==> config.mk <==
export PLATFORM = sky130hd
export DESIGN_NAME = gpx_port
export DESIGN_NICKNAME = d
export VERILOG_FILES = /design/src/hdl/gpx_port_unused.sv /design/src/hdl/gpx_pkg.sv /design/src/hdl/gpx_port.sv
export SDC_FILE = /design/constraint.sdc
export NUM_CORES = 1
export LEC_CHECK = 0
export ABC_AREA = 1
export BUFFER_PORTS_ARGS = -buffer_cell sky130_fd_sc_hd__buf_2
export CORE_ASPECT_RATIO = 0.5
export CORE_UTILIZATION = 51
export CTS_CLUSTER_SIZE = 20
export DETAILED_ROUTE_END_ITERATION = 12
export PLACE_DENSITY = 0.79
export RECOVER_POWER = 100
export SLEW_MARGIN = 10
export SYNTH_ARGS = -nofsm -noshare
export SYNTH_HDL_FRONTEND = slang
export SYNTH_SLANG_ARGS = --single-unit
==> constraint.sdc <==
create_clock -name ref_clk -period 1.43 [get_ports ref_clk]
set_input_delay 0.0715 -clock ref_clk [delete_from_list [all_inputs] [get_ports ref_clk]]
set_output_delay 0.0715 -clock ref_clk [all_outputs]
set_load 0.02 [all_outputs]
==> src/hdl/gpx_port_unused.sv <==
`timescale 1ns/10ps

==> src/hdl/gpx_pkg.sv <==
// constants and types shared by the eight-pin port with function mux
// assumes a single 100 MHz clock domain and full-word register access
`default_nettype none

package gpx_pkg;

  // ---------------------------------------------------------------
  // geometry
  // ---------------------------------------------------------------
  localparam int unsigned NPINS  = 8;
  localparam int unsigned NIB_W  = 4;   // one nibble per pin in drive and function registers
  localparam int unsigned DRV_W  = 2;
  localparam int unsigned FSEL_W = 3;

  // ---------------------------------------------------------------
  // register byte addresses and reset values
  // ---------------------------------------------------------------
  localparam logic [31:0] ADDR_PORT_DATA  = 32'h5c004500;
  localparam logic [31:0] ADDR_PORT_DIR   = 32'h5c004504;
  localparam logic [31:0] ADDR_DRIVE_CFG  = 32'h5c004508;
  localparam logic [31:0] ADDR_FUNC_SEL   = 32'h5c00450c;
  localparam logic [7:0]  RST_PORT_DATA   = 8'h00;
  localparam logic [7:0]  RST_PORT_DIR    = 8'h00;
  localparam logic [1:0]  RST_DRIVE_FIELD = 2'h0;
  localparam logic [2:0]  RST_FUNC_FIELD  = 3'h0;

  // direction bit values
  localparam logic DIR_OUT = 1'b0;
  localparam logic DIR_IN  = 1'b1;

  // pins that carry a function timer output in the quaternary slot
  localparam logic [7:0] QUA_PIN_MASK   = 8'hcc;
  localparam int unsigned PIN_TMR_CLK_A = 6;
  localparam int unsigned PIN_TMR_CLK_B = 7;

  // drive field: output meaning / input meaning
  typedef enum logic [1:0] {DRV_HIZ, DRV_PDRAIN, DRV_NDRAIN, DRV_CMOS} gpx_drive_t;

  // decoded pin function
  typedef enum logic [2:0] {FN_GPIO, FN_SEC, FN_TER, FN_QUA, FN_LCD} gpx_func_t;

  // function field decode; any code with the top bit set selects the lcd segment
  function automatic gpx_func_t fn_decode(input logic [2:0] code);
    gpx_func_t f;
    f = FN_GPIO;
    case (code[2:1])
      2'h0:    f = code[0] ? FN_SEC : FN_GPIO;
      2'h1:    f = code[0] ? FN_QUA : FN_TER;
      default: f = FN_LCD;
    endcase
    return f;
  endfunction

endpackage

`default_nettype wire

==> src/hdl/gpx_port.sv <==
// eight-pin general-purpose port with per-pin drive type and function mux
// assumes pin inputs already synchronous to ref_clk; pad cells resolve oe/out/pulls
//
// Our own choice: the strobed register port.
`timescale 1ns/10ps
`default_nettype none

module gpx_port (
  // clock and reset
  input  wire logic        ref_clk,
  input  wire logic        nrst,
  // register port
  input  wire logic [31:0] reg_addr,
  input  wire logic [31:0] reg_wdata,
  input  wire logic        reg_wr,
  input  wire logic        reg_rd,
  output logic      [31:0] reg_rdata_q,
  // board-side pins
  input  wire logic [7:0]  pin_in,
  output logic      [7:0]  pin_out_q,
  output logic      [7:0]  pin_oe_q,
  output logic      [7:0]  pin_pull_up_q,
  output logic      [7:0]  pin_pull_dn_q,
  // core side, values towards the pins
  input  wire logic [7:0]  sec_func_out,
  input  wire logic [7:0]  ter_func_out,
  input  wire logic [3:0]  func_timer_out,
  input  wire logic [7:0]  lcd_seg_out,
  // core side, sampled pin levels towards peripherals
  output logic      [7:0]  ext_irq_in_q,
  output logic             timer_clk_in_a_q,
  output logic             timer_clk_in_b_q,
  output logic      [7:0]  sec_func_in_q,
  output logic      [7:0]  ter_func_in_q
);

  // ---------------------------------------------------------------
  // register state
  // ---------------------------------------------------------------
  logic [7:0]      data_q;
  logic [7:0]      dir_q;
  logic [7:0][1:0] drv_q;
  logic [7:0][2:0] fsel_q;
  logic [7:0]      pin_q;          // sampled pin level
  logic [31:0]     drv_word;
  logic [31:0]     fsel_word;
  logic [31:0]     rdata_d;
  logic [7:0]      data_view;
  logic [7:0]      out_d;
  logic [7:0]      oe_d;
  logic [7:0]      pu_d;
  logic [7:0]      pd_d;
  logic [7:0]      val_d;          // value the pin would show before drive type
  logic            wr_data;
  logic            wr_dir;
  logic            wr_drv;
  logic            wr_fsel;

  // ---------------------------------------------------------------
  // address decode
  // ---------------------------------------------------------------
  // full address compare; the block has no other way to reject stray accesses
  assign wr_data = reg_wr && (reg_addr == gpx_pkg::ADDR_PORT_DATA);
  assign wr_dir  = reg_wr && (reg_addr == gpx_pkg::ADDR_PORT_DIR);
  assign wr_drv  = reg_wr && (reg_addr == gpx_pkg::ADDR_DRIVE_CFG);
  assign wr_fsel = reg_wr && (reg_addr == gpx_pkg::ADDR_FUNC_SEL);

  // data register: stored for all bits, only shown for output pins
  always_ff @(posedge ref_clk or negedge nrst)
  begin
    if (!nrst)
      data_q <= gpx_pkg::RST_PORT_DATA;
    else if (wr_data)
      data_q <= reg_wdata[7:0];
  end

  // direction register
  always_ff @(posedge ref_clk or negedge nrst)
  begin
    if (!nrst)
      dir_q <= gpx_pkg::RST_PORT_DIR;
    else if (wr_dir)
      dir_q <= reg_wdata[7:0];
  end

  // pin level sample, shared by data reads and peripheral inputs
  always_ff @(posedge ref_clk or negedge nrst)
  begin
    if (!nrst)
      pin_q <= 8'h00;
    else
      pin_q <= pin_in;
  end

  // ---------------------------------------------------------------
  // per-pin fields and drive logic
  // ---------------------------------------------------------------
  for (genvar n = 0; n < gpx_pkg::NPINS; n++)
  begin : g_pin
    gpx_pkg::gpx_func_t  fn;
    gpx_pkg::gpx_drive_t drv;

    // drive field; reserved bits of the write are dropped
    always_ff @(posedge ref_clk or negedge nrst)
    begin
      if (!nrst)
        drv_q[n] <= gpx_pkg::RST_DRIVE_FIELD;
      else if (wr_drv)
        drv_q[n] <= reg_wdata[n*gpx_pkg::NIB_W +: gpx_pkg::DRV_W];
    end

    // function field
    always_ff @(posedge ref_clk or negedge nrst)
    begin
      if (!nrst)
        fsel_q[n] <= gpx_pkg::RST_FUNC_FIELD;
      else if (wr_fsel)
        fsel_q[n] <= reg_wdata[n*gpx_pkg::NIB_W +: gpx_pkg::FSEL_W];
    end

    // packed readback, reserved bits forced to zero
    assign drv_word[n*gpx_pkg::NIB_W +: gpx_pkg::NIB_W]  = {2'h0, drv_q[n]};
    assign fsel_word[n*gpx_pkg::NIB_W +: gpx_pkg::NIB_W] = {1'h0, fsel_q[n]};
    assign data_view[n] = (dir_q[n] == gpx_pkg::DIR_IN) ? pin_q[n] : data_q[n];

    assign fn  = gpx_pkg::fn_decode(fsel_q[n]);
    assign drv = gpx_pkg::gpx_drive_t'(drv_q[n]);

    // value source: gpio data or the selected peripheral
    always_comb
    begin
      case (fn)
        gpx_pkg::FN_GPIO: val_d[n] = data_q[n];
        gpx_pkg::FN_SEC:  val_d[n] = sec_func_out[n];
        gpx_pkg::FN_TER:  val_d[n] = ter_func_out[n];
        // a prohibited code forces 0 so p-channel drain floats and n-channel and push-pull drive low
        gpx_pkg::FN_QUA:  val_d[n] = gpx_pkg::QUA_PIN_MASK[n] ?
                                     func_timer_out[(n / 4) * 2 + (n % 2)] : 1'b0;
        gpx_pkg::FN_LCD:  val_d[n] = lcd_seg_out[n];
        default:          val_d[n] = 1'b0;
      endcase
    end

    // drive type: output mode shapes oe, input mode only sets pulls
    always_comb
    begin
      out_d[n] = 1'b0;
      oe_d[n]  = 1'b0;
      pu_d[n]  = 1'b0;
      pd_d[n]  = 1'b0;
      if (dir_q[n] == gpx_pkg::DIR_IN)
      begin
        pu_d[n] = (drv == gpx_pkg::DRV_NDRAIN);
        pd_d[n] = (drv == gpx_pkg::DRV_PDRAIN);
      end
      else
      begin
        case (drv)
          gpx_pkg::DRV_HIZ:    oe_d[n] = 1'b0;
          gpx_pkg::DRV_PDRAIN:
          begin
            out_d[n] = 1'b1;                         // only ever pulls high
            oe_d[n]  = val_d[n];
          end
          gpx_pkg::DRV_NDRAIN:
          begin
            out_d[n] = 1'b0;                         // only ever pulls low
            oe_d[n]  = ~val_d[n];
          end
          gpx_pkg::DRV_CMOS:
          begin
            out_d[n] = val_d[n];
            oe_d[n]  = 1'b1;
          end
          default:             oe_d[n] = 1'b0;
        endcase
      end
    end
  end

  // ---------------------------------------------------------------
  // pin outputs
  // ---------------------------------------------------------------
  // registered to keep pad timing clean; costs one cycle after a write
  always_ff @(posedge ref_clk or negedge nrst)
  begin
    if (!nrst)
    begin
      pin_out_q     <= 8'h00;
      pin_oe_q      <= 8'h00;
      pin_pull_up_q <= 8'h00;
      pin_pull_dn_q <= 8'h00;
    end
    else
    begin
      pin_out_q     <= out_d;
      pin_oe_q      <= oe_d;
      pin_pull_up_q <= pu_d;
      pin_pull_dn_q <= pd_d;
    end
  end

  // ---------------------------------------------------------------
  // peripheral inputs
  // ---------------------------------------------------------------
  // each peripheral sees the pin only while its function is selected;
  // direction is not checked here, software sets input mode first
  always_ff @(posedge ref_clk or negedge nrst)
  begin
    if (!nrst)
    begin
      ext_irq_in_q     <= 8'h00;
      timer_clk_in_a_q <= 1'b0;
      timer_clk_in_b_q <= 1'b0;
      sec_func_in_q    <= 8'h00;
      ter_func_in_q    <= 8'h00;
    end
    else
    begin
      for (int i = 0; i < gpx_pkg::NPINS; i++)
      begin
        ext_irq_in_q[i]  <= pin_q[i] && (gpx_pkg::fn_decode(fsel_q[i]) == gpx_pkg::FN_GPIO);
        sec_func_in_q[i] <= pin_q[i] && (gpx_pkg::fn_decode(fsel_q[i]) == gpx_pkg::FN_SEC);
        ter_func_in_q[i] <= pin_q[i] && (gpx_pkg::fn_decode(fsel_q[i]) == gpx_pkg::FN_TER);
      end
      timer_clk_in_a_q <= pin_q[gpx_pkg::PIN_TMR_CLK_A] &&
                          (gpx_pkg::fn_decode(fsel_q[gpx_pkg::PIN_TMR_CLK_A]) == gpx_pkg::FN_GPIO);
      timer_clk_in_b_q <= pin_q[gpx_pkg::PIN_TMR_CLK_B] &&
                          (gpx_pkg::fn_decode(fsel_q[gpx_pkg::PIN_TMR_CLK_B]) == gpx_pkg::FN_GPIO);
    end
  end

  // ---------------------------------------------------------------
  // register readback
  // ---------------------------------------------------------------
  // unmapped addresses read as zero; data stands only in the cycle after the strobe
  always_comb
  begin
    rdata_d = 32'h00000000;
    if (reg_rd)
    begin
      case (reg_addr)
        gpx_pkg::ADDR_PORT_DATA: rdata_d = {24'h000000, data_view};
        gpx_pkg::ADDR_PORT_DIR:  rdata_d = {24'h000000, dir_q};
        gpx_pkg::ADDR_DRIVE_CFG: rdata_d = drv_word;
        gpx_pkg::ADDR_FUNC_SEL:  rdata_d = fsel_word;
        default:                 rdata_d = 32'h00000000;
      endcase
    end
  end

  always_ff @(posedge ref_clk or negedge nrst)
  begin
    if (!nrst)
      reg_rdata_q <= 32'h00000000;
    else
      reg_rdata_q <= rdata_d;
  end

  // ---------------------------------------------------------------
  // assertions
  // ---------------------------------------------------------------
  for (genvar k = 0; k < gpx_pkg::NPINS; k++)
  begin : g_chk
    // push-pull gpio output follows the data bit one cycle later
    a_cmos_follow: assert property (@(posedge ref_clk) disable iff (!nrst)
      (dir_q[k] == gpx_pkg::DIR_OUT && drv_q[k] == 2'h3 && fsel_q[k] == 3'h0)
      |=> (pin_oe_q[k] && pin_out_q[k] == $past(data_q[k])))
      else $error("push-pull pin does not follow data");

    // n-channel open drain only ever drives low
    a_ndrain_low: assert property (@(posedge ref_clk) disable iff (!nrst)
      (dir_q[k] == gpx_pkg::DIR_OUT && drv_q[k] == 2'h2)
      |=> (pin_out_q[k] == 1'b0 && pin_oe_q[k] == !$past(val_d[k])))
      else $error("n-channel drain drives wrongly");

    // input mode never drives and pulls match the drive field
    a_input_pulls: assert property (@(posedge ref_clk) disable iff (!nrst)
      (dir_q[k] == gpx_pkg::DIR_IN)
      |=> (!pin_oe_q[k] && pin_pull_up_q[k] == ($past(drv_q[k]) == 2'h2)
           && pin_pull_dn_q[k] == ($past(drv_q[k]) == 2'h1)))
      else $error("input mode drive or pull wrong");

    // prohibited code never drives high
    a_prohib_low: assert property (@(posedge ref_clk) disable iff (!nrst)
      (!gpx_pkg::QUA_PIN_MASK[k] && fsel_q[k] == 3'h3 && dir_q[k] == gpx_pkg::DIR_OUT)
      |=> !(pin_oe_q[k] && pin_out_q[k]))
      else $error("prohibited function drives high");

    // lcd function carries the segment line on push-pull
    a_lcd_route: assert property (@(posedge ref_clk) disable iff (!nrst)
      (fsel_q[k][2] && dir_q[k] == gpx_pkg::DIR_OUT && drv_q[k] == 2'h3)
      |=> pin_out_q[k] == $past(lcd_seg_out[k]))
      else $error("lcd segment not routed");

    // interrupt input tracks the sampled pin in primary function
    a_irq_follow: assert property (@(posedge ref_clk) disable iff (!nrst)
      (fsel_q[k] == 3'h0) |=> ext_irq_in_q[k] == $past(pin_q[k]))
      else $error("interrupt input does not track pin");

    // p-channel open drain only ever drives high
    a_pdrain_high: assert property (@(posedge ref_clk) disable iff (!nrst)
      (dir_q[k] == gpx_pkg::DIR_OUT && drv_q[k] == 2'h1)
      |=> (pin_out_q[k] == 1'b1 && pin_oe_q[k] == $past(val_d[k])))
      else $error("p-channel drain drives wrongly");

    // secondary function output reaches the pad on push-pull
    a_sec_route: assert property (@(posedge ref_clk) disable iff (!nrst)
      (fsel_q[k] == 3'h1 && dir_q[k] == gpx_pkg::DIR_OUT && drv_q[k] == 2'h3)
      |=> pin_out_q[k] == $past(sec_func_out[k]))
      else $error("secondary function not routed");

    // tertiary function output reaches the pad on push-pull
    a_ter_route: assert property (@(posedge ref_clk) disable iff (!nrst)
      (fsel_q[k] == 3'h2 && dir_q[k] == gpx_pkg::DIR_OUT && drv_q[k] == 2'h3)
      |=> pin_out_q[k] == $past(ter_func_out[k]))
      else $error("tertiary function not routed");

    // timer outputs a..d belong to pins 2, 3, 6 and 7 in that order
    localparam int TIDX = (k == 2) ? 0 : (k == 3) ? 1 : (k == 6) ? 2 : 3;
    a_timer_route: assert property (@(posedge ref_clk) disable iff (!nrst)
      (gpx_pkg::QUA_PIN_MASK[k] && fsel_q[k] == 3'h3 && dir_q[k] == gpx_pkg::DIR_OUT && drv_q[k] == 2'h3)
      |=> pin_out_q[k] == $past(func_timer_out[TIDX]))
      else $error("timer output not routed");

    // secondary input sees the pin while the interrupt input is gated off
    a_sec_input: assert property (@(posedge ref_clk) disable iff (!nrst)
      (fsel_q[k] == 3'h1) |=> (sec_func_in_q[k] == $past(pin_q[k]) && !ext_irq_in_q[k]))
      else $error("secondary input not routed");
  end

  // timer clock inputs follow pins 6 and 7 in primary function
  a_tclk_follow: assert property (@(posedge ref_clk) disable iff (!nrst)
    (fsel_q[gpx_pkg::PIN_TMR_CLK_A] == 3'h0 && fsel_q[gpx_pkg::PIN_TMR_CLK_B] == 3'h0)
    |=> (timer_clk_in_a_q == $past(pin_q[gpx_pkg::PIN_TMR_CLK_A])
         && timer_clk_in_b_q == $past(pin_q[gpx_pkg::PIN_TMR_CLK_B])))
    else $error("timer clock input does not track pin");

  // data read of an input pin shows the pin level one cycle after it was seen
  a_read_input: assert property (@(posedge ref_clk) disable iff (!nrst)
    (reg_rd && reg_addr == gpx_pkg::ADDR_PORT_DATA && dir_q == 8'hff)
    |=> reg_rdata_q == {24'h000000, $past(pin_q)})
    else $error("input read not the pin level");

  // a write to the data register reads back for output pins
  a_read_back: assert property (@(posedge ref_clk) disable iff (!nrst)
    (reg_wr && reg_addr == gpx_pkg::ADDR_PORT_DATA && dir_q == 8'h00 && !wr_dir)
    ##1 (reg_rd && reg_addr == gpx_pkg::ADDR_PORT_DATA)
    |=> reg_rdata_q[7:0] == $past(reg_wdata[7:0], 2))
    else $error("data write does not read back");

  // reserved bits always read zero, whichever register was addressed
  a_reserved_zero: assert property (@(posedge ref_clk) disable iff (!nrst)
    ($past(reg_addr) == gpx_pkg::ADDR_DRIVE_CFG) ? ((reg_rdata_q & 32'hcccccccc) == 32'h00000000) :
    ($past(reg_addr) == gpx_pkg::ADDR_FUNC_SEL)  ? ((reg_rdata_q & 32'h88888888) == 32'h00000000) :
    (reg_rdata_q[31:8] == 24'h000000))
    else $error("reserved bit read as one");

  // read data stands only in the cycle after a read strobe
  a_rdata_idle: assert property (@(posedge ref_clk) disable iff (!nrst)
    !$past(reg_rd) |-> reg_rdata_q == 32'h00000000)
    else $error("read data outside read cycle");

endmodule // gpx_port

`default_nettype wire

## Word-level counts from Yosys, hierarchy flattened

Cells that the tools add are included.

| cells by class | value |
|---|---|
| $add $sub $neg | 0 |
| $mul | 0 |
| div/mod/pow operators | 0 |
| order comparisons | 0 |
| equality and inequality tests | 64 |
| shift operators | 0 |
| mux-type cells | 90 |
| bitwise gates (word level) | 8 |
| reductions and logical operators | 52 |

Operators with widths:

| kind | number |
|---|---|
| $eq 32x31->1 const B | 4 |
| $pmux 31 s4 | 1 |
| $mux 1 | 56 |
| $pmux 1 s4 | 12 |
| $pmux 3 s2 | 8 |
| $eq 3x2->1 const B | 12 |
| $eq 2x1->1 const B | 16 |
| $eq 2x2->1 const B | 16 |
| $logic_not 2->1 | 16 |
| $mux 31 | 1 |
| $logic_and 1x1->1 | 28 |
| $eq 3x1->1 const B | 8 |
| $eq 3x3->1 const B | 8 |
| $logic_not 3->1 | 8 |
| $pmux 1 s5 | 4 |
| $pmux 1 s2 | 8 |
| $not 1->1 | 8 |

| storage, ports and cells | value |
|---|---|
| bits in registers | 154 |
| bits in latches | 0 |
| RAM bits | 0 |
| memory bits (read-only) | 0 |
| output and inout bits | 90 |
| word-level logic and storage cells | 243 |
| memories kept | 0 |

## Longest topological paths before layout

Gate-level depths: netlist (run 1).

| depth | value |
|---|---|
| word-level depth | 7 |
| depth in mapped cells | 11 |
| mapped depth without buffers | 10 |

## Least setup slack after synthesis (run 1)

Ideal clock, no wire load.

| timing | value |
|---|---|
| path kind | input-to-reg |
| start point | input reg_addr[23] |
| end point | register fsel_q[0] (netlist name) |
| library setup time | 0.123 ns |
| data arrival time | 1.023 ns |
| slack | 0.284 ns |
| stages | 7 |
| buffers on the path | 1 |
| path through | nor2_1 > nand2_1 > nor2_2 > nand2_4 > nor3_4 > buf_2 > o21ai_2 |

| on the way | value |
|---|---|
| cells in the longest elaborated chain, start to end | 2 |

RTL lines:

| element | line | text |
|---|---|---|
| start: declaration | gpx_port.sv:13 | `input wire logic [31:0] reg_addr,` |
| $eq 32x31->1 | gpx_port.sv:66 | `assign wr_fsel = reg_wr && (reg_addr == gpx_pkg::ADDR_FUNC_SEL);` |
| $logic_and 1x1->1 | gpx_port.sv:66 |  |
| end signal: indexed assignment | gpx_port.sv:116 | `fsel_q[n] <= gpx_pkg::RST_FUNC_FIELD;` |
| end signal: indexed assignment | gpx_port.sv:118 | `fsel_q[n] <= reg_wdata[n*gpx_pkg::NIB_W +: gpx_pkg::FSEL_W];` |
| end: declaration | gpx_port.sv:43 | `logic [7:0][2:0] fsel_q;` |

No other way between the ends.
A chain may end at the register's enable or synchronous reset.

## Worst setup path in the final report (run 1)

| timing | value |
|---|---|
| start point | register fsel_q[5] (netlist name) |
| end point | register pin_out_q[1] |

| on the way | value |
|---|---|
| cells in the longest elaborated chain, start to end | 6 |
| elaborated cells between the ends (all ways) | 10 |
| classes of those cells | 4 x eq/ne; 4 x mux; 2 x reduce/logical |

RTL lines:

| element | line | text |
|---|---|---|
| $eq 2x1->1 or $logic_not 2->1 (tied branches) | gpx_pkg.sv:46 | `case (code[2:1])` |
| $pmux 3 s2 (*) | gpx_pkg.sv:46 |  |
| $eq 3x3->1, or another cell as far along | gpx_port.sv:132 | `case (fn)` |
| $pmux 1 s4 (*) | gpx_port.sv:132 |  |
| $pmux 1 s2 (*) | gpx_port.sv:158 | `case (drv)` |
| $mux 1 (*) | gpx_port.sv:151 | `if (dir_q[n] == gpx_pkg::DIR_IN)` |
| net out_d[1] | gpx_port.sv:49 | `logic [7:0] out_d;` |
| end signal: assignment | gpx_port.sv:196 | `pin_out_q <= out_d;` |
| end: declaration | gpx_port.sv:20 | `output logic [7:0] pin_out_q,` |

The timed path passes the listed nets; every way through them passes the cells marked *.

==> flow_summary.toml, run 1 <==
[grt]
grt_max_degree = 50
grt_pass1_wl_mm = 25.59
overflow = 0
first_global_vias = 5270
antenna_found_initial = 0
grt_use_total_pct = 27.55

[clocking]
cts_root_buffer = "clkbuf_16"
tritoncts = "done"
clk_latency_ns = 0.42
cts_buffer_depth = 2
numCtsBuffers = 17
clk_pin_slew_ns = 0.06
cts_max_level = 4
cts.sinks = 146
cts_setup_buffers = 0

[final_layout]
fill_cells = 947
final_common_cell = "nand2_1"
drive_above_1_share_pct = 17.16
final_util_pct = 71.81
seq_area_um2 = 3654
nNetsFinal = 1013
final_cell_mix = "162 x nand2_1, 146 x dfrtp_1, 96 x buf_2"
area_growth_pct = 33.20
num_antenna_cells = 0
multiInputGateArea_um2 = 1892

[sta]
maxSlewHeadroom_pct = 27.88
rsz0062_at_grt = "no"
fin_skew_ns = 0.009519
tns_ns = 0
hold_viol = 0
setup-violations-final = 0
slew_viol_final = 0
min_period_ns = 1.291
tightest_slew_ns = 1.082
fmax_mhz = 774.5
fin_crit_sh_pct = 90.29

[power_and_ir_drop]
p_per_area_nw_per_um2 = 1173
sw_frac_of_total_pct = 21.42
switchingPower_uw = 2035
vdd_drop_max_v = 0.0008376
clockPowerShare_pct = 51.7
pwr-share-comb_pct = 4.7
cellLeakagePower_uw = 0.004181
seq_power_share_pct = 43.7
p_int_uw = 7465

[detailed_routing]
wl_per_cell_um = 14.87
drtIter0Drc = 337
drc = 0
vias_per_cell = 5.035
dr.pass1.iters = 5
routed_wl_mm = 16.06
vias = 5438
antenna_left = 0

[floorplan]
io_pins = 194
core_um2 = 11280
die_w_um = 156.5
dieArea_um2 = 12400
die_y_um = 79.23
num_rows = 27
start_util_pct = 53.91

[outcome]
status = "finished clean"

[placed_design]
dp_hpwl_mm = 10.73
portBuffers = 181
gp_congestion = 0.8815

[synthesis]
synth_seq_area_share_pct = 60.06
syn_area_per_cell_um2 = 9.093
netlist_area_um2 = 6083
yosys_register_bits = 146
synthCells = 669
ys_types = 23
yosysWarningCount = 0

[critical_path]
critPathRequiredTime_ns = 1.78
worstPathArrival_ns = 1.64
startpoint_type = "register"
crit_type = "register to register"
setup.worst_path.end_class = "register"
worstPathMaxFanout = 4

[min_path]
hold_class = "input port to register"

[run]
drv_cap = 0
==> final timing paths <==
kind | start | depth (start not counted) | slack [ns] | to
setup / recovery | fsel_q[5]$_DFFE_PN0P_ | 6 | 0.14 | pin_out_q[1]$_DFF_PN0_
setup reg to reg | fsel_q[5]$_DFFE_PN0P_ | 6 | 0.14 | pin_out_q[1]$_DFF_PN0_
min in group asynchronous | nrst | 2 | 0.41 | pin_q[7]$_DFF_PN0_
max in group asynchronous | nrst | 3 | 0.23 | reg_rdata_q[13]$_DFF_PN0_
hold reg to reg | g_pin[7].drv[1]$_DFFE_PN0P_ | 1 | 0.48 | pin_pull_dn_q[7]$_DFF_PN0_
hold / removal | lcd_seg_out[6] | 6 | 0.08 | pin_oe_q[6]$_DFF_PN0_
==> power groups by stage <==
stage / sequential (uW) / combinational (uW) / clock (uW)
3_5_place_dp: 4230 / 367 / 0
6_report: 4150 / 443 / 4910
3_3_place_gp: 4230 / 358 / 0
4_1_cts: 4150 / 448 / 4960
5_1_grt: 4150 / 498 / 5150
2_1_floorplan: 4220 / 107 / 0
==> per-layer routing <==
layer  GRT usage (%)  part of all wire (%)  wire (um)  up-vias
met3           5.677                   7.0       1121       34
met2           45.22                    48       7746      234
met5               0                     0          0        -
li1                -                     -          -     2603
met1           35.72                    43       6858     2567
met4           12.25                   2.1        331        0
==> worst max-delay path: stages (launching register included) <==
cell and delay [ns]:
dfrtp_1 0.43, inv_1 0.14, nand3_1 0.15, o22ai_2 0.19, nor2_1 0.06, nand2_1 0.09
and3_1 0.16
==> cell families after synthesis <==
logic type / Yosys count / share of synthesized area (%)
AO/OA/AOI/OAI: 101 / 9.379
buffers and inverters: 112 / 8.227
flip-flops: 146 / 60.06
other: 1 / 0.06164
AND/OR/NAND/NOR: 309 / 22.27
==> layout make-up <==
type	count	area share, %
Multi-Input combinational cell	416	23.35
Clock inverter	14	2.810
Inverter	90	4.169
Tap cell	159	2.455
Timing Repair Buffer	238	16.88
Clock buffer	17	5.250
Sequential cell	146	45.09
==> state kept, by name, summed over array words and instances, names as in the netlist <==
signal         flops
reg_rdata_q       26
fsel_q            24
g_pin.drv         16
data_q             8
dir_q              8
ext_irq_in_q       8
pin_oe_q           8
pin_out_q          8
pin_pull_dn_q      8
pin_pull_up_q      8
pin_q              8
sec_func_in_q      8
ter_func_in_q      8
==> Yosys cell counts <==
master	number	area, um^2
conb_1	1	3.750
buf_6	3	33.78
buf_2	4	20.02
nand4_1	13	81.33
o21ai_0	59	295.3
clkinv_1	1	3.750
nand3_1	29	145.1
nor2_4	2	22.52
nand2_1	162	608.1
nor2_2	6	37.54
o21ai_2	16	140.1
buf_4	14	105.1
nor2_1	63	236.5
clkbuf_1	1	3.750
a21oi_1	22	110.1
nor3_4	3	48.80
inv_1	89	334.1
nor3_1	19	95.09
nor4_1	7	43.79
dfrtp_1	146	3654
and3_1	4	25.02
nand2_4	1	11.26
o22ai_1	4	25.02
==> through the flow <==
step / instances / hold slack (ns) / total power, uW / area (um^2) / setup slack (ns)
2_1_floorplan: 674 / -0.2241 / 4331 / 6102 / 0.2842
3_3_place_gp: 1012 / 0.01286 / 4584 / 7316 / 0.02704
3_5_place_dp: 1012 / 0.01828 / 4592 / 7316 / 0.01770
4_1_cts: 1080 / 0.06680 / 9552 / 8339 / 0.08914
5_1_grt: 1080 / 0.08337 / 9797 / 8103 / 0.01305
6_report: 1080 / 0.08482 / 9501 / 8103 / 0.1389
==> what timing repair did <==
| item | 4_1_cts | 5_1_grt |
|---|---|---|
| endpoints found under the setup margin | 0 | 1 |
| hold endpoints to repair | 214 | 0 |
| hold buffers | 37 | 0 |
| resized for setup | 0 | 2 |
Power figures use the tool's default switching activity.
==> run 2: changes to the inputs <==
--- a/config.mk
+++ b/config.mk
@@ -6,13 +6,14 @@
 export NUM_CORES = 1
 export LEC_CHECK = 0
 export ABC_AREA = 1
-export BUFFER_PORTS_ARGS = -buffer_cell sky130_fd_sc_hd__buf_2
+export BUFFER_PORTS_ARGS = -buffer_cell sky130_fd_sc_hd__buf_4
 export CORE_ASPECT_RATIO = 0.5
 export CORE_UTILIZATION = 51
 export CTS_CLUSTER_SIZE = 20
 export DETAILED_ROUTE_END_ITERATION = 12
 export PLACE_DENSITY = 0.79
 export RECOVER_POWER = 100
+export REMOVE_ABC_BUFFERS = 1
 export SLEW_MARGIN = 10
 export SYNTH_ARGS = -nofsm -noshare
 export SYNTH_HDL_FRONTEND = slang
==> run 2 against run 1 <==
Compared with the run above: routed wire length grew 5.7%; combinational power grew 14%; clock-buffer cell count grew 1; clock power shrank 10%; total power shrank 4.6%; setup slack lost 0.056 ns; global-route usage grew 1.4 points; via count grew 3.1%.
==> flow_summary.toml, run 2 (same netlist as run 1, synthesis figures left out) <==
[outcome]
status = "finished clean"

[sta]
tightest_slew_ns = 0.6253
fin_crit_sh_pct = 94.18
rsz0062_at_grt = "no"
maxSlewHeadroom_pct = 58.31
slew_viol_final = 0
fin_skew_ns = 0.008081
hold_viol = 0
fmax_mhz = 742.6
min_period_ns = 1.347
setup-violations-final = 0

[critical_path]
cp-startpoint = "fsel_q[14]$_DFFE_PN0P_"
crit_type = "register to register"
setup.worst_path.end_class = "register"
critical-path-slowest-cell = "dfrtp_1"
startpoint_type = "register"
crit_chain = "inv_1, nand3_1, o22ai_1, o21ai_0, a21oi_1"
critPathRequiredTime_ns = 1.76
cpPeakStageDelay_ns = 0.38
worstReg2RegStart = "fsel_q[14]$_DFFE_PN0P_"
worstPathArrival_ns = 1.68
reg2reg_depth = 5
worstPathMaxFanout = 5

[final_layout]
drive_above_1_share_pct = 17.06
final_cell_mix = "162 x nand2_1, 146 x dfrtp_1, 92 x clkbuf_1"
top_register = "reg_rdata_q"
area_growth_pct = 36.16
final_common_cell = "nand2_1"
largest_reg_flops = 26
num_antenna_cells = 0
fin_cells = 1085
nNetsFinal = 1017
final_util_pct = 73.41

[min_path]
holdCritStartpoint = "ter_func_out[6]"
hold_class = "input port to register"
hold_path_depth = 4

[grt]
grt_use_total_pct = 28.97
grt_pass1_wl_mm = 26.94
grt_max_degree = 60
first_global_vias = 5414
overflow = 0
antenna_found_initial = 0

[placed_design]
portBuffers = 181
gp_congestion = 0.8939
dp_hpwl_mm = 11.17
placed_cells = 1016

[detailed_routing]
drtIter0Drc = 349
top_layer = "met4"
wl_met1_mm = 6.901
routed_wl_mm = 16.97
antenna_left = 0
wl_met2_mm = 8.374
wl_per_cell_um = 15.64
dr.pass1.iters = 5
vias_per_cell = 5.165
vias = 5604
dr_wl_met3_mm = 1.288
drc = 0

[power_and_ir_drop]
total_power_uw = 9068
p_int_uw = 7003
vdd_drop_max_v = 0.0007924
seq_power_share_pct = 45.8
cellLeakagePower_uw = 0.004232
p_per_area_nw_per_um2 = 1095
sw_frac_of_total_pct = 22.77
clockPowerShare_pct = 48.7
switchingPower_uw = 2065
pwr-share-comb_pct = 5.6

[clocking]
cts_max_level = 4
cts_root_buffer = "clkbuf_16"
clk_latency_ns = 0.42
tritoncts = "done"
clk_pin_slew_ns = 0.06
cts_buffer_depth = 2
numCtsBuffers = 17
cts.sinks = 146

[floorplan]
core_um2 = 11280
num_rows = 27
start_util_pct = 53.91
die_w_um = 156.5
die_y_um = 79.23
io_pins = 194
dieArea_um2 = 12400

[run]
drv_cap = 0
-- run 2: changes by cell type in the layout (fill, tap and decap cells not counted), sizes merged --
cell / previous run / this run
clkbuf: 111 / 126
buf: 107 / 98
bufinv: 5 / 2
clkinvlp: 1 / 3
inv: 92 / 94
clkinv: 6 / 5
dlygate4sd3: 37 / 36
-- run 2: per-layer routing --
layer,vias to the layer above,GRT usage (%)
met4,0,9.706
li1,2609,-
met2,297,51.29
met5,-,0
met3,49,5.186
met1,2649,36.24
-- run 2: worst paths after layout --
path	endpoint	slack, ns
setup reg to reg	pin_oe_q[4]$_DFF_PN0_	0.08
max in group asynchronous	ext_irq_in_q[5]$_DFF_PN0_	0.25
min in group asynchronous	pin_pull_dn_q[7]$_DFF_PN0_	0.21
hold / removal	pin_oe_q[6]$_DFF_PN0_	0.05
hold reg to reg	pin_oe_q[5]$_DFF_PN0_	0.49
setup / recovery	pin_oe_q[4]$_DFF_PN0_	0.08
-- run 2: critical path, delay by kind of cell (launching register included) --
family,cells,cell delay [ns]
AO/OA/AOI/OAI,3,0.59
buffers and inverters,1,0.16
flip-flops,1,0.38
AND/OR/NAND/NOR,1,0.13
-- run 2: layout make-up --
class / instances / area [um^2]
repair buffers: 242 / 1627
flip-flops and latches: 146 / 3654
clock inverters: 14 / 153.9
fillers: 890 / 3000
multi-input cells: 416 / 1883
clock buffers: 18 / 429.2
well taps: 159 / 198.9
inverters: 90 / 337.8
-- run 2: power groups by stage --
stage	Sequential, uW	Combinational, uW	Clock [uW]
6_report	4150	506	4410
5_1_grt	4150	557	4640
4_1_cts	4150	518	4420
3_5_place_dp	4230	434	0
3_3_place_gp	4230	426	0
2_1_floorplan	4220	93.1	0
-- run 2: repair_timing --
item / CTS / global route
resized for setup: 0 / 4
endpoints found under the hold margin: 213 / 0
buffers inserted: 0 / 1
endpoints found under the setup margin: 0 / 6
hold buffers: 36 / 0
-- run 2: per-stage QoR --
stage / hold WS [ns] / worst slack (ns) / instance area, um^2 / TNS (ns)
3_3_place_gp: -0.05377 / -0.02142 / 7796 / -0.03001
3_5_place_dp: -0.05313 / -0.07230 / 7796 / -0.4972
4_1_cts: 0.04293 / 0.08964 / 8740 / 0
6_report: 0.05168 / 0.08329 / 8283 / 0
2_1_floorplan: -0.2241 / -0.5046 / 5939 / -13.72
5_1_grt: 0.05287 / 0.005972 / 8283 / 0
